==> src/rtl/matrix_cmd_pkg.sv <==
// Constants for the serial command interpreter of the video matrix switch.
// Assumes one 200 MHz system clock and fixed 16x16 routing dimensions.
package matrix_cmd_pkg;
  // Clock and line rates
  localparam int CLK_HZ       = 200_000_000;
  localparam int BAUD_9600    = 9600;
  localparam int BAUD_2400    = 2400;
  localparam int BAUD_1200    = 1200;
  localparam int BAUD_300     = 300;
  localparam int BIT_CYC_9600 = CLK_HZ / BAUD_9600;
  localparam int BIT_CYC_2400 = CLK_HZ / BAUD_2400;
  localparam int BIT_CYC_1200 = CLK_HZ / BAUD_1200;
  localparam int BIT_CYC_300  = CLK_HZ / BAUD_300;
  // Character frame: data bits, then the shift length including stop
  localparam int DATA_BITS    = 8;
  localparam logic [3:0] FRAME_LAST = 4'h9;
  // Rate selector encodings
  localparam logic [1:0] RATE_9600 = 2'h0;
  localparam logic [1:0] RATE_2400 = 2'h1;
  localparam logic [1:0] RATE_1200 = 2'h2;
  localparam logic [1:0] RATE_300  = 2'h3;
  // Rate codes carried by the set_line_rate command
  localparam logic [6:0] CODE_1200 = 7'h0c;
  localparam logic [6:0] CODE_2400 = 7'h18;
  localparam logic [6:0] CODE_9600 = 7'h60;
  // Matrix dimensions and storage
  localparam int NUM_IN   = 16;
  localparam int NUM_OUT  = 16;
  localparam int NUM_BANK = 10;
  localparam int LINE_MAX = 16;
  localparam int RESP_MAX = 8;
  // Characters
  localparam logic [7:0] CH_CR    = 8'h0d;
  localparam logic [7:0] CH_SP    = 8'h20;
  localparam logic [7:0] CH_COMMA = 8'h2c;
  localparam logic [7:0] CH_STAR  = 8'h2a;
  localparam logic [7:0] CH_QM    = 8'h3f;
  localparam logic [7:0] CH_ZERO  = 8'h30;
  localparam logic [7:0] CH_NINE  = 8'h39;
  localparam logic [7:0] CH_NUL   = 8'h00;
  // Command letter pairs
  localparam logic [15:0] CMD_CONNECT_ONE = 16'h4353;
  localparam logic [15:0] CMD_CONNECT_ALL = 16'h4341;
  localparam logic [15:0] CMD_QUERY       = 16'h524f;
  localparam logic [15:0] CMD_SAVE        = 16'h4343;
  localparam logic [15:0] CMD_RESTORE     = 16'h5243;
  localparam logic [15:0] CMD_RATE        = 16'h4342;
  localparam logic [15:0] CMD_RESTART     = 16'h5253;
  localparam logic [15:0] CMD_VERSION     = 16'h5256;
  localparam logic [15:0] CMD_DIMS        = 16'h5255;
  // Version text, arbitrary value
  localparam logic [23:0] VERSION_TEXT = 24'h4d5831;
  // Register offsets, field positions and reset values
  localparam logic [3:0] REG_CFG      = 4'h0;
  localparam logic [3:0] REG_STAT     = 4'h4;
  localparam int         CFG_ADDR_LSB = 0;
  localparam int         CFG_RATE_LSB = 4;
  localparam logic [3:0] ADDR_RST     = 4'h1;
  // Controller states
  typedef enum logic [1:0] {ST_RX, ST_PARSE, ST_TX} ctl_state_t;
endpackage

==> src/rtl/matrix_serial_command_interpreter.sv <==
// Serial command interpreter: UART, line parser, routing table and banks.
// Assumes an asynchronous serial line on rxd_i and a one-clock register port.
module matrix_serial_command_interpreter
  import matrix_cmd_pkg::*;
#(
  parameter int BIT_CYC_9600_P = BIT_CYC_9600,
  parameter int BIT_CYC_2400_P = BIT_CYC_2400,
  parameter int BIT_CYC_1200_P = BIT_CYC_1200,
  parameter int BIT_CYC_300_P  = BIT_CYC_300
) (
  input  wire logic                 sys_clk_i,
  input  wire logic                 arst_n_i,
  input  wire logic                 rxd_i,
  input  wire logic [3:0]           reg_addr_i,
  input  wire logic [31:0]          reg_wdata_i,
  input  wire logic                 reg_wr_i,
  input  wire logic                 reg_rd_i,
  output logic      [31:0]          reg_rdata_o,
  output logic                      txd_o,
  output logic      [NUM_OUT*4-1:0] route_o
);
  // Two-digit decimal decode: {valid, value}
  function automatic logic [7:0] dec2(input logic [7:0] a, input logic [7:0] b);
    logic ok;
    logic [6:0] v;
    ok = (a >= CH_ZERO) && (a <= CH_NINE) && (b >= CH_ZERO) && (b <= CH_NINE);
    v  = 7'({3'h0, a[3:0]} * 7'h0a + {3'h0, b[3:0]});
    return {ok, v};
  endfunction
  // Two-digit decimal encode of 0..19
  function automatic logic [15:0] enc2(input logic [4:0] v);
    if (v >= 5'h0a) return {8'h31, CH_ZERO + {3'h0, v - 5'h0a}};
    else return {CH_ZERO, CH_ZERO + {3'h0, v}};
  endfunction
  ctl_state_t st_r;                       // Controller state
  logic [1:0]  rate_r;                    // Selected line rate
  logic [3:0]  unit_addr_r;               // Own unit address
  logic        last_qm_r;                 // Last addressed reply was a question mark
  logic [19:0] bit_cyc;                   // Clocks per bit at current rate
  logic        rx_s1_r, rx_s2_r;          // Receive synchroniser
  logic [19:0] rx_cnt_r;                  // Receive bit timer
  logic [3:0]  rx_bit_r;                  // Receive bit position
  logic [7:0]  rx_sh_r;                   // Receive shifter
  logic        rx_busy_r;                 // Receiving a frame
  logic        rx_vld_r;                  // One-cycle byte strobe
  logic [7:0]  rx_byte_r;                 // Received byte
  logic [19:0] tx_cnt_r;                  // Transmit bit timer
  logic [3:0]  tx_bit_r;                  // Transmit bit position
  logic [8:0]  tx_sh_r;                   // Transmit shifter with stop bit
  logic        tx_busy_r;                 // Transmitting a frame
  logic        tx_go;                     // Launch next character
  logic [7:0]  tx_byte;                   // Character to launch
  logic [4:0]  tx_idx_r;                  // Position in echo plus reply
  logic [4:0]  tx_total_r;                // Echo plus reply length
  logic [7:0]  line_r [LINE_MAX];         // Received line, terminator excluded
  logic [4:0]  len_r;                     // Stored characters
  logic        ovf_r;                     // Line longer than buffer
  logic [7:0]  resp_r [RESP_MAX];         // Reply characters
  logic [3:0]  resp_len;                  // Reply length for current line
  logic [3:0]  route_r [NUM_OUT];         // Input index per output
  logic [3:0]  bank_r [NUM_BANK][NUM_OUT]; // Saved routing banks
  logic [15:0] cmd;                       // Command letter pair
  logic [7:0]  f1, f2, f3;                // Decoded numeric fields
  logic        known, mine, good, rate_hit, act;
  logic [15:0] q_digits;                  // Digits of queried input
  assign cmd = {line_r[0], line_r[1]};
  assign f1  = dec2(line_r[3], line_r[4]);
  assign f2  = dec2(line_r[6], line_r[7]);
  assign f3  = dec2(line_r[9], line_r[10]);
  assign q_digits = enc2({1'b0, route_r[f2[3:0] - 4'h1]} + 5'h01);
  // Bit period from the selected rate
  always_comb begin
    unique case (rate_r)
      RATE_9600: bit_cyc = 20'(BIT_CYC_9600_P);
      RATE_2400: bit_cyc = 20'(BIT_CYC_2400_P);
      RATE_1200: bit_cyc = 20'(BIT_CYC_1200_P);
      RATE_300:  bit_cyc = 20'(BIT_CYC_300_P);
    endcase
  end
  // Only the data line is sampled; no handshake pins exist
  always_ff @(posedge sys_clk_i or negedge arst_n_i) begin
    if (!arst_n_i) begin
      rx_s1_r <= 1'b1;
      rx_s2_r <= 1'b1;
    end else begin
      rx_s1_r <= rxd_i;
      rx_s2_r <= rx_s1_r;
    end
  end
  // Receiver: centre of start bit, then 8 data bits, then stop bit
  always_ff @(posedge sys_clk_i or negedge arst_n_i) begin
    if (!arst_n_i) begin
      rx_cnt_r  <= 20'h0;
      rx_bit_r  <= 4'h0;
      rx_sh_r   <= 8'h0;
      rx_busy_r <= 1'b0;
      rx_vld_r  <= 1'b0;
      rx_byte_r <= 8'h0;
    end else begin
      rx_vld_r <= 1'b0;
      if (!rx_busy_r) begin
        if (!rx_s2_r) begin
          rx_busy_r <= 1'b1;
          rx_cnt_r  <= bit_cyc >> 1;
          rx_bit_r  <= 4'h0;
        end
      end else if (rx_cnt_r != 20'h0) begin
        rx_cnt_r <= rx_cnt_r - 20'h1;
      end else begin
        rx_cnt_r <= bit_cyc - 20'h1;
        rx_bit_r <= rx_bit_r + 4'h1;
        if (rx_bit_r == 4'h0) begin
          // Glitch shorter than half a bit is not a start
          if (rx_s2_r) rx_busy_r <= 1'b0;
        end else if (rx_bit_r <= 4'(DATA_BITS)) begin
          rx_sh_r <= {rx_s2_r, rx_sh_r[7:1]};
        end else begin
          // A low stop bit is a framing error and the byte is dropped
          rx_busy_r <= 1'b0;
          rx_vld_r  <= rx_s2_r;
          rx_byte_r <= rx_sh_r;
        end
      end
    end
  end
  // Transmitter: start, 8 data bits LSB first, one stop bit
  always_ff @(posedge sys_clk_i or negedge arst_n_i) begin
    if (!arst_n_i) begin
      txd_o     <= 1'b1;
      tx_cnt_r  <= 20'h0;
      tx_bit_r  <= 4'h0;
      tx_sh_r   <= 9'h1ff;
      tx_busy_r <= 1'b0;
    end else if (!tx_busy_r) begin
      txd_o <= 1'b1;
      if (tx_go) begin
        tx_busy_r <= 1'b1;
        txd_o     <= 1'b0;
        tx_sh_r   <= {1'b1, tx_byte};
        tx_cnt_r  <= bit_cyc - 20'h1;
        tx_bit_r  <= 4'h0;
      end
    end else if (tx_cnt_r != 20'h0) begin
      tx_cnt_r <= tx_cnt_r - 20'h1;
    end else if (tx_bit_r == FRAME_LAST) begin
      tx_busy_r <= 1'b0;
    end else begin
      txd_o    <= tx_sh_r[0];
      tx_sh_r  <= {1'b1, tx_sh_r[8:1]};
      tx_bit_r <= tx_bit_r + 4'h1;
      tx_cnt_r <= bit_cyc - 20'h1;
    end
  end
  // Line buffer; characters past the end are dropped and flagged
  always_ff @(posedge sys_clk_i) begin
    if (st_r == ST_RX && rx_vld_r && rx_byte_r != CH_CR && len_r < 5'(LINE_MAX))
      line_r[len_r[3:0]] <= rx_byte_r;
  end
  // Decode of a terminated line
  always_comb begin
    known    = (len_r >= 5'h05) && (line_r[2] == CH_SP) &&
               (cmd inside {CMD_CONNECT_ONE, CMD_CONNECT_ALL, CMD_QUERY, CMD_SAVE,
                            CMD_RESTORE, CMD_RATE, CMD_RESTART, CMD_VERSION, CMD_DIMS});
    mine     = f1[7] && (f1[6:0] == {3'h0, unit_addr_r});
    good     = 1'b0;
    resp_len = 4'h2;
    if (len_r == 5'h08 && line_r[5] == CH_COMMA && f2[7]) begin
      unique case (cmd)
        CMD_CONNECT_ALL: good = (f2[6:0] != 7'h0) && (f2[6:0] <= 7'(NUM_IN));
        CMD_QUERY:       good = (f2[6:0] != 7'h0) && (f2[6:0] <= 7'(NUM_OUT));
        CMD_SAVE:        good = f2[6:0] < 7'(NUM_BANK);
        CMD_RESTORE:     good = f2[6:0] < 7'(NUM_BANK);
        CMD_RATE:        good = f2[6:0] inside {CODE_1200, CODE_2400, CODE_9600};
        CMD_VERSION:     good = f2[6:0] == 7'h0;
        default:         good = 1'b0;
      endcase
    end else if (len_r == 5'h0b && line_r[5] == CH_COMMA && line_r[8] == CH_COMMA) begin
      good = (cmd == CMD_CONNECT_ONE) && f2[7] && f3[7] && (f2[6:0] != 7'h0) &&
             (f2[6:0] <= 7'(NUM_IN)) && (f3[6:0] != 7'h0) && (f3[6:0] <= 7'(NUM_OUT));
    end else if (len_r == 5'h05) begin
      good = (cmd == CMD_RESTART) || (cmd == CMD_DIMS);
    end
    if (ovf_r) good = 1'b0;
    if (good && cmd inside {CMD_QUERY, CMD_SAVE, CMD_RESTORE}) resp_len = 4'h5;
    if (good && cmd == CMD_VERSION) resp_len = 4'h7;
    if (good && cmd == CMD_DIMS) resp_len = 4'h8;
    rate_hit = (st_r == ST_PARSE) && known && (cmd == CMD_RATE) && good &&
               f1[7] && (f1[6:0] == 7'h0);
    act      = (st_r == ST_PARSE) && known && mine && good && (cmd != CMD_RATE);
  end
  // Next character: echo, terminator, then reply
  always_comb begin
    tx_go = (st_r == ST_TX) && !tx_busy_r && (tx_idx_r < tx_total_r);
    if (tx_idx_r < len_r) tx_byte = line_r[tx_idx_r[3:0]];
    else if (tx_idx_r == len_r) tx_byte = CH_CR;
    else tx_byte = resp_r[3'(tx_idx_r - len_r - 5'h01)];
  end
  // Controller: collect, decide, then send echo and reply
  always_ff @(posedge sys_clk_i or negedge arst_n_i) begin
    if (!arst_n_i) begin
      st_r       <= ST_RX;
      len_r      <= 5'h0;
      ovf_r      <= 1'b0;
      tx_idx_r   <= 5'h0;
      tx_total_r <= 5'h0;
      last_qm_r  <= 1'b0;
    end else begin
      unique case (st_r)
        ST_RX: if (rx_vld_r) begin
          if (rx_byte_r == CH_CR) st_r <= ST_PARSE;
          else if (len_r < 5'(LINE_MAX)) len_r <= len_r + 5'h01;
          else ovf_r <= 1'b1;
        end
        ST_PARSE: begin
          tx_idx_r <= 5'h0;
          if (known && mine && cmd != CMD_RATE) begin
            // Only the addressed unit talks on the shared line
            st_r       <= ST_TX;
            tx_total_r <= len_r + 5'h01 + {1'b0, resp_len};
            last_qm_r  <= !good;
          end else begin
            st_r  <= ST_RX;
            len_r <= 5'h0;
            ovf_r <= 1'b0;
          end
        end
        ST_TX: begin
          if (tx_go) tx_idx_r <= tx_idx_r + 5'h01;
          else if (!tx_busy_r && tx_idx_r == tx_total_r) begin
            st_r  <= ST_RX;
            len_r <= 5'h0;
            ovf_r <= 1'b0;
          end
        end
      endcase
    end
  end
  // Reply characters, captured while deciding
  always_ff @(posedge sys_clk_i) begin
    if (st_r == ST_PARSE) begin
      resp_r[0] <= good ? CH_STAR : CH_QM;
      resp_r[1] <= CH_CR;
      resp_r[2] <= line_r[6];
      resp_r[3] <= line_r[7];
      resp_r[4] <= CH_CR;
      resp_r[5] <= CH_NUL;
      resp_r[6] <= CH_CR;
      resp_r[7] <= CH_CR;
      if (cmd == CMD_QUERY) begin
        resp_r[2] <= q_digits[15:8];
        resp_r[3] <= q_digits[7:0];
      end else if (cmd == CMD_VERSION) begin
        resp_r[2] <= VERSION_TEXT[23:16];
        resp_r[3] <= VERSION_TEXT[15:8];
        resp_r[4] <= VERSION_TEXT[7:0];
      end else if (cmd == CMD_DIMS) begin
        {resp_r[2], resp_r[3]} <= enc2(5'(NUM_IN));
        resp_r[4] <= CH_COMMA;
        {resp_r[5], resp_r[6]} <= enc2(5'(NUM_OUT));
      end
    end
  end
  // Routing table and banks; reset gives output n from input n
  always_ff @(posedge sys_clk_i or negedge arst_n_i) begin
    if (!arst_n_i) begin
      for (int o = 0; o < NUM_OUT; o++) begin
        route_r[o] <= 4'(o);
        for (int b = 0; b < NUM_BANK; b++) bank_r[b][o] <= 4'(o);
      end
    end else if (act) begin
      unique case (cmd)
        CMD_CONNECT_ONE: route_r[f3[3:0] - 4'h1] <= f2[3:0] - 4'h1;
        CMD_CONNECT_ALL: for (int o = 0; o < NUM_OUT; o++) route_r[o] <= f2[3:0] - 4'h1;
        CMD_SAVE:    for (int o = 0; o < NUM_OUT; o++) bank_r[f2[3:0]][o] <= route_r[o];
        CMD_RESTORE: for (int o = 0; o < NUM_OUT; o++) route_r[o] <= bank_r[f2[3:0]][o];
        CMD_RESTART: for (int o = 0; o < NUM_OUT; o++) route_r[o] <= bank_r[0][o];
        default: ;
      endcase
    end
  end
  // Flatten the routing table onto the output port
  always_comb begin
    for (int o = 0; o < NUM_OUT; o++) route_o[o*4 +: 4] = route_r[o];
  end
  // Configuration: the command rate change wins over a register write
  always_ff @(posedge sys_clk_i or negedge arst_n_i) begin
    if (!arst_n_i) begin
      rate_r      <= RATE_9600;
      unit_addr_r <= ADDR_RST;
    end else begin
      if (reg_wr_i && reg_addr_i == REG_CFG) begin
        rate_r <= reg_wdata_i[CFG_RATE_LSB +: 2];
        // Address zero is reserved for broadcast and is refused
        if (reg_wdata_i[CFG_ADDR_LSB +: 4] != 4'h0)
          unit_addr_r <= reg_wdata_i[CFG_ADDR_LSB +: 4];
      end
      if (rate_hit) begin
        unique case (f2[6:0])
          CODE_1200: rate_r <= RATE_1200;
          CODE_2400: rate_r <= RATE_2400;
          default:   rate_r <= RATE_9600;
        endcase
      end
    end
  end
  // Read data stands only in the cycle after the read strobe
  always_ff @(posedge sys_clk_i or negedge arst_n_i) begin
    if (!arst_n_i) reg_rdata_o <= 32'h0;
    else if (reg_rd_i && reg_addr_i == REG_CFG)
      reg_rdata_o <= {26'h0, rate_r, unit_addr_r};
    else if (reg_rd_i && reg_addr_i == REG_STAT)
      reg_rdata_o <= {30'h0, last_qm_r, st_r != ST_RX};
    else reg_rdata_o <= 32'h0;
  end
endmodule

==> config.mk <==
export PLATFORM = sky130hd
export DESIGN_NAME = matrix_serial_command_interpreter
export DESIGN_NICKNAME = d
export VERILOG_FILES = /design/src/rtl/matrix_cmd_pkg.sv /design/src/rtl/matrix_serial_command_interpreter.sv
export SDC_FILE = /design/constraint.sdc
export NUM_CORES = 2
export LEC_CHECK = 0
export ABC_AREA = 1
export BUFFER_PORTS_ARGS = -buffer_cell sky130_fd_sc_hd__buf_2
export CORE_MARGIN = 8
export CORE_UTILIZATION = 55
export DETAILED_ROUTE_END_ITERATION = 12
export PLACE_DENSITY_LB_ADDON = 0.12
export SYNTH_ARGS = -nofsm -noshare
export SYNTH_HDL_FRONTEND = slang
export SYNTH_SLANG_ARGS = --single-unit
==> constraint.sdc <==
create_clock -name sys_clk_i -period 9.05 [get_ports sys_clk_i]
set_clock_uncertainty 0.15 [all_clocks]
set_input_delay 0.4525 -clock sys_clk_i [delete_from_list [all_inputs] [get_ports sys_clk_i]]
set_output_delay 0.4525 -clock sys_clk_i [all_outputs]
set_load 0.05 [all_outputs]
**After elaboration in Yosys (flattened, before gate mapping)**

Memory sizes are Yosys's and may differ from the RTL's.
Index checks and enable logic that the tools add are counted.

- Memories kept: 1
- Memory bits (writable): 128
- Input port bits: 41
- Logic and storage cells: 534
- Flip-flop bits (word level): 888
- Output and inout port bits: 97

Memories:

| memory | words | width | rd ports | clocked after Yosys merged registers in | write ports | line | text |
|---|---|---|---|---|---|---|---|
| line_r | 16 | 8 | 12 | 0 | 1 | matrix_serial_command_interpreter.sv:55 | `logic [7:0] line_r [LINE_MAX];` |

- Equal/unequal tests: 45
- Mux-type cells: 141
- Reductions and logical operators: 86
- Bitwise gates (word level): 7
- $lt $le $gt $ge: 27
- Add/sub/neg operators: 19
- Multiply operators: 3

Operator list:

| operator | count |
|---|---|
| $bwmux W640 | 16 |
| $demux W64 S4 | 16 |
| $bmux W64 S4 | 1 |
| $pmux W64 S4 | 1 |
| $mux W64 | 3 |
| $mux W20 | 8 |
| $eq A16 B15 Y1 const B | 9 |
| $mux W40 | 2 |
| $pmux W20 S4 | 1 |
| $bwmux W64 | 1 |
| $mux W60 | 1 |
| $sub A20 B1 Y20 const B | 3 |
| $mux W56 | 1 |
| $mux W4 | 13 |
| $mux W52 | 1 |
| $ge A8 B6 Y1 const B | 6 |
| $le A8 B6 Y1 const B | 6 |
| $mux W24 | 2 |
| $mux W48 | 1 |
| $logic_and A1 B1 Y1 | 47 |
| $mux W9 | 5 |
| $mux W44 | 1 |
| $mux W5 | 8 |
| $mux W8 | 5 |
| 76 further kinds | 170 |

**Depth between registers and ports, before layout**

An unclocked memory read counts as a cell.

- Depth in word-level cells: 24
- Depth in mapped cells: 27
- Gate-level depth less buffers: 24

**Worst setup path after synthesis**

No wires, ideal clock.

- Kind: register to register
- From: memory line_r[7][0]
- To: register tx_total_r[4]
- Period minus slack after synthesis: 4.502 ns
- Arrival: 4.232 ns
- Setup time: 0.120 ns
- Stages on the path, launching flop included: 28
- Path buffers: 6
- Setup slack: 4.548 ns
- Required time: 8.780 ns
- Cells stage by stage: edfxtp_1 > buf_2 > inv_2 > buf_2 > clkbuf_1 > clkbuf_1 > buf_1 > buf_2 > ha_1 > inv_1 > nor3_1 > nand2_1 > nand2_1 > inv_1 > nand2_1 > nand2_1 > o21ai_1 > nand2_1 > nand2_1 > a31oi_1 > ha_1 > fa_1 > nand2_1 > nand2_1 > a21oi_1 > xor2_1 > o21ai_0 > inv_1

RTL lines:

| item | line | text |
|---|---|---|
| start, declared | matrix_serial_command_interpreter.sv:55 |  |
| end signal, assigned | matrix_serial_command_interpreter.sv:219 | `tx_total_r <= len_r + 5'h01 + {1'b0, resp_len};` |
| end, declared | matrix_serial_command_interpreter.sv:54 | `logic [4:0] tx_total_r;` |

==> results.cfg <==
[global_routing]
first_global_vias = 41900
overflow = 0
grt_max_degree = 186
grt_antenna_before_repair = 2
track_usage = 0.303
grt_first_pass_wirelength_um = 247000

[logic_synthesis]
syn-instance-count = 6058
ys_seq_area_frac = 0.504
synthMuxAreaShare = 0.000224
synthFlopType = dfrtp_1
avgSynthCellArea_um2 = 8.29
synth_edf_count = 150
synth_seq_cells = 963
synth_xor_area_frac = 0.00802
ys_types = 62
yosysWarnings = 0
synth_adder_area_share = 0.0194
yosys.area_share.simple = 0.256
synth_top_family_by_area = simple AND/OR/NAND/NOR gates
synth_async_sr_flop_share = 0.844
syn_area_um2 = 50200
synth_compound_area_frac = 0.140

[floorplanning]
initial_utilization = 0.551
fp.dieW_um = 318
die_y_um = 318
rows = 111
core_area_um2 = 91100
die-area_um2 = 101000
io_pins = 138

[clock_tree]
post_cts_resized = 0
ctsRootBufferMaster = clkbuf_16
cts_buffers = 103
clock_latency_ps = 680
clkTransAtPathRegs_ps = 60
cts_hold_buf = 12
clk_path_buf_depth = 3
cts.sinks = 963
cts.htree.levels = 3
cts_setup_buffers = 0
cts_tree = yes

[final_layout]
final_common_cell = nand2_1
area_growth_pct = 7.63
utilization = 0.593
layout-drive-gt1-share = 0.127
layout.nets = 5942
final_cell_mix = nand2_1 (1984), o21ai_0 (502), nand4_1 (481)

[setup_path]
worstSetupPathType = reg -> reg
critical_path.max_fanout = 88
required_ps = 9520
cp_data_arrival_time_ps = 6480
worstSetupStartpointType = flop
cp-end-kind = flop

[timing]
tightestPinTransition_ps = 1250
rsz0062_at_grt = no
hold_viol_final = 0
clock.fmax_mhz = 166
max_slew_margin = 0.157
fin_crit_ps = 6010
finalCritPeriodShare = 0.664
final.setup.tns_ps = 0
setup_violations = 0
final_max_slew_viol_count = 0

[pwr]
p_leak_nw = 23.1
finalPower_mw = 8.97
ir_drop_v = 0.000212
p_per_area_nw_per_um2 = 166

[flow_run]
drv_cap = 0

[routing]
vias_per_cell = 6.19
wirelength_um = 158000
avgRoutedWirePerCell_um = 22.2
drc = 0
firstDrtPassIters = 7
drt_iter0_drc = 4944
ant_nets = 0
route.vias.total = 44000

[place]
dp_hpwl_um = 87300
io_buffers = 85
gp_congestion = 0.913

[min_path]
hold_path_class = in -> reg

[run_status]
status = finished, final reports clean
kinds of logic after synthesis:
group / after synthesis
AOI/OAI and AO/OA: 1188
xor gates and xnor gates: 46
adders and majority gates: 73
buffers and inverters: 819
DFF: 963
muxes: 1
other: 1
and+or+nand+nor: 2967
worst max-delay path: stages, from the launching register on:
cell and delay [ps]:
edfxtp_1 480, ha_1 380, ha_1 350, nand2_1 90, inv_2 40, nor2_4 70, buf_4 480, nand2_1 170
nor2_1 320, nand3_1 110, nand2_1 90, nand2_1 50, nand2_1 90, o21ai_1 60, nand2_1 110, nand3_4 170
nor2_8 680, buf_4 730, buf_4 880, nand4_1 190, nand2_1 130
path summary, 6_finish.rpt:
| path | from | to | slack [ps] | depth (start not counted) |
|---|---|---|---|---|
| hold reg to reg | rx_s1_r | rx_s2_r | 210 | 0 |
| setup / recovery | line_r[6][0] | bank_r[230] | 3040 | 20 |
| setup reg to reg | line_r[6][0] | bank_r[230] | 3040 | 20 |
| max in group asynchronous | arst_n_i | rx_sh_r[2] | 6280 | 4 |
| min in group asynchronous | arst_n_i | bank_r[268] | 200 | 2 |
| hold / removal | reg_rd_i | reg_rdata_o[2] | 80 | 3 |
per-stage QoR:
stage | std cells | hold slack, ps | setup slack, ps | area (µm²)
final | 7106 | 77.8 | 3040 | 54000
after global placement | 6897 | 196 | 3200 | 50400
after floorplan | 6083 | 6.91 | 4550 | 50300
after CTS | 7104 | 29.6 | 3120 | 54000
after detailed placement | 6897 | 201 | 3140 | 50400
after global routing | 7104 | 92.6 | 2720 | 54000
state kept, by name, summed over array words and instances, names as in the netlist, 5 cells and up:
signal	cells
bank_r	640
len_r	5
line_r	128
reg_rdata_o	6
resp_r	22
route_o	64
rx_byte_r	8
rx_cnt_r	20
rx_sh_r	8
tx_cnt_r	20
tx_idx_r	5
tx_sh_r	8
tx_total_r	5
cell type report:
cell class              instances  area [µm²]
multi-input cells            4301       21500
clock buffers                 149        3060
diodes                          2        5.00
fillers                      8157       37100
clock inverters                46         475
flip-flops and latches        963       25300
well taps                    1186        1480
repair buffers                165        1130
inverters                     294        1120
per-layer routing:
layer | vias to the layer above | part of all wire | GRT usage
met5 | - | 0 | 0
met4 | 0 | 0.037 | 0.111
met3 | 360 | 0.088 | 0.0560
met2 | 1990 | 0.46 | 0.481
met1 | 21500 | 0.41 | 0.414
li1 | 20200 | - | -
cells in the mapped netlist (5+ instances only):
library cell | n | area (µm²)
nand4_1 | 481 | 3010
buf_1 | 26 | 97.6
clkbuf_1 | 349 | 1310
nor2_1 | 279 | 1050
o2111ai_1 | 8 | 70.1
edfxtp_1 | 150 | 4500
o211ai_1 | 22 | 165
inv_2 | 12 | 45.0
o21a_1 | 24 | 180
xor2_1 | 30 | 263
nand3_4 | 6 | 105
inv_1 | 275 | 1030
o21ai_0 | 502 | 2510
nor2_2 | 5 | 31.3
xnor2_1 | 16 | 140
a32oi_1 | 27 | 236
o22ai_1 | 19 | 119
nor3_1 | 41 | 205
o221ai_1 | 13 | 114
dfrtp_1 | 449 | 11200
a22oi_1 | 22 | 165
a221oi_1 | 45 | 394
or2_2 | 7 | 43.8
clkinv_1 | 7 | 26.3
o21ai_1 | 102 | 510
a31oi_1 | 15 | 93.8
nand3_1 | 125 | 626
ha_1 | 65 | 813
nor4_1 | 10 | 62.6
buf_2 | 73 | 365
a32o_1 | 86 | 861
o31ai_1 | 6 | 45.0
buf_6 | 40 | 450
nand2_1 | 1985 | 7450
a21oi_1 | 278 | 1390
clkbuf_2 | 5 | 25.0
dfstp_2 | 364 | 9560
buf_4 | 27 | 203
fa_1 | 8 | 160
where the power goes:
part           switching, mW  leakage (nW)  internal [mW]
combinational          0.131          10.3         0.0272
clock                   1.82          1.74           2.58
sequential           0.00881          11.0           4.40
total                   1.96          23.1           7.01
Power figures use the tool's default switching activity.
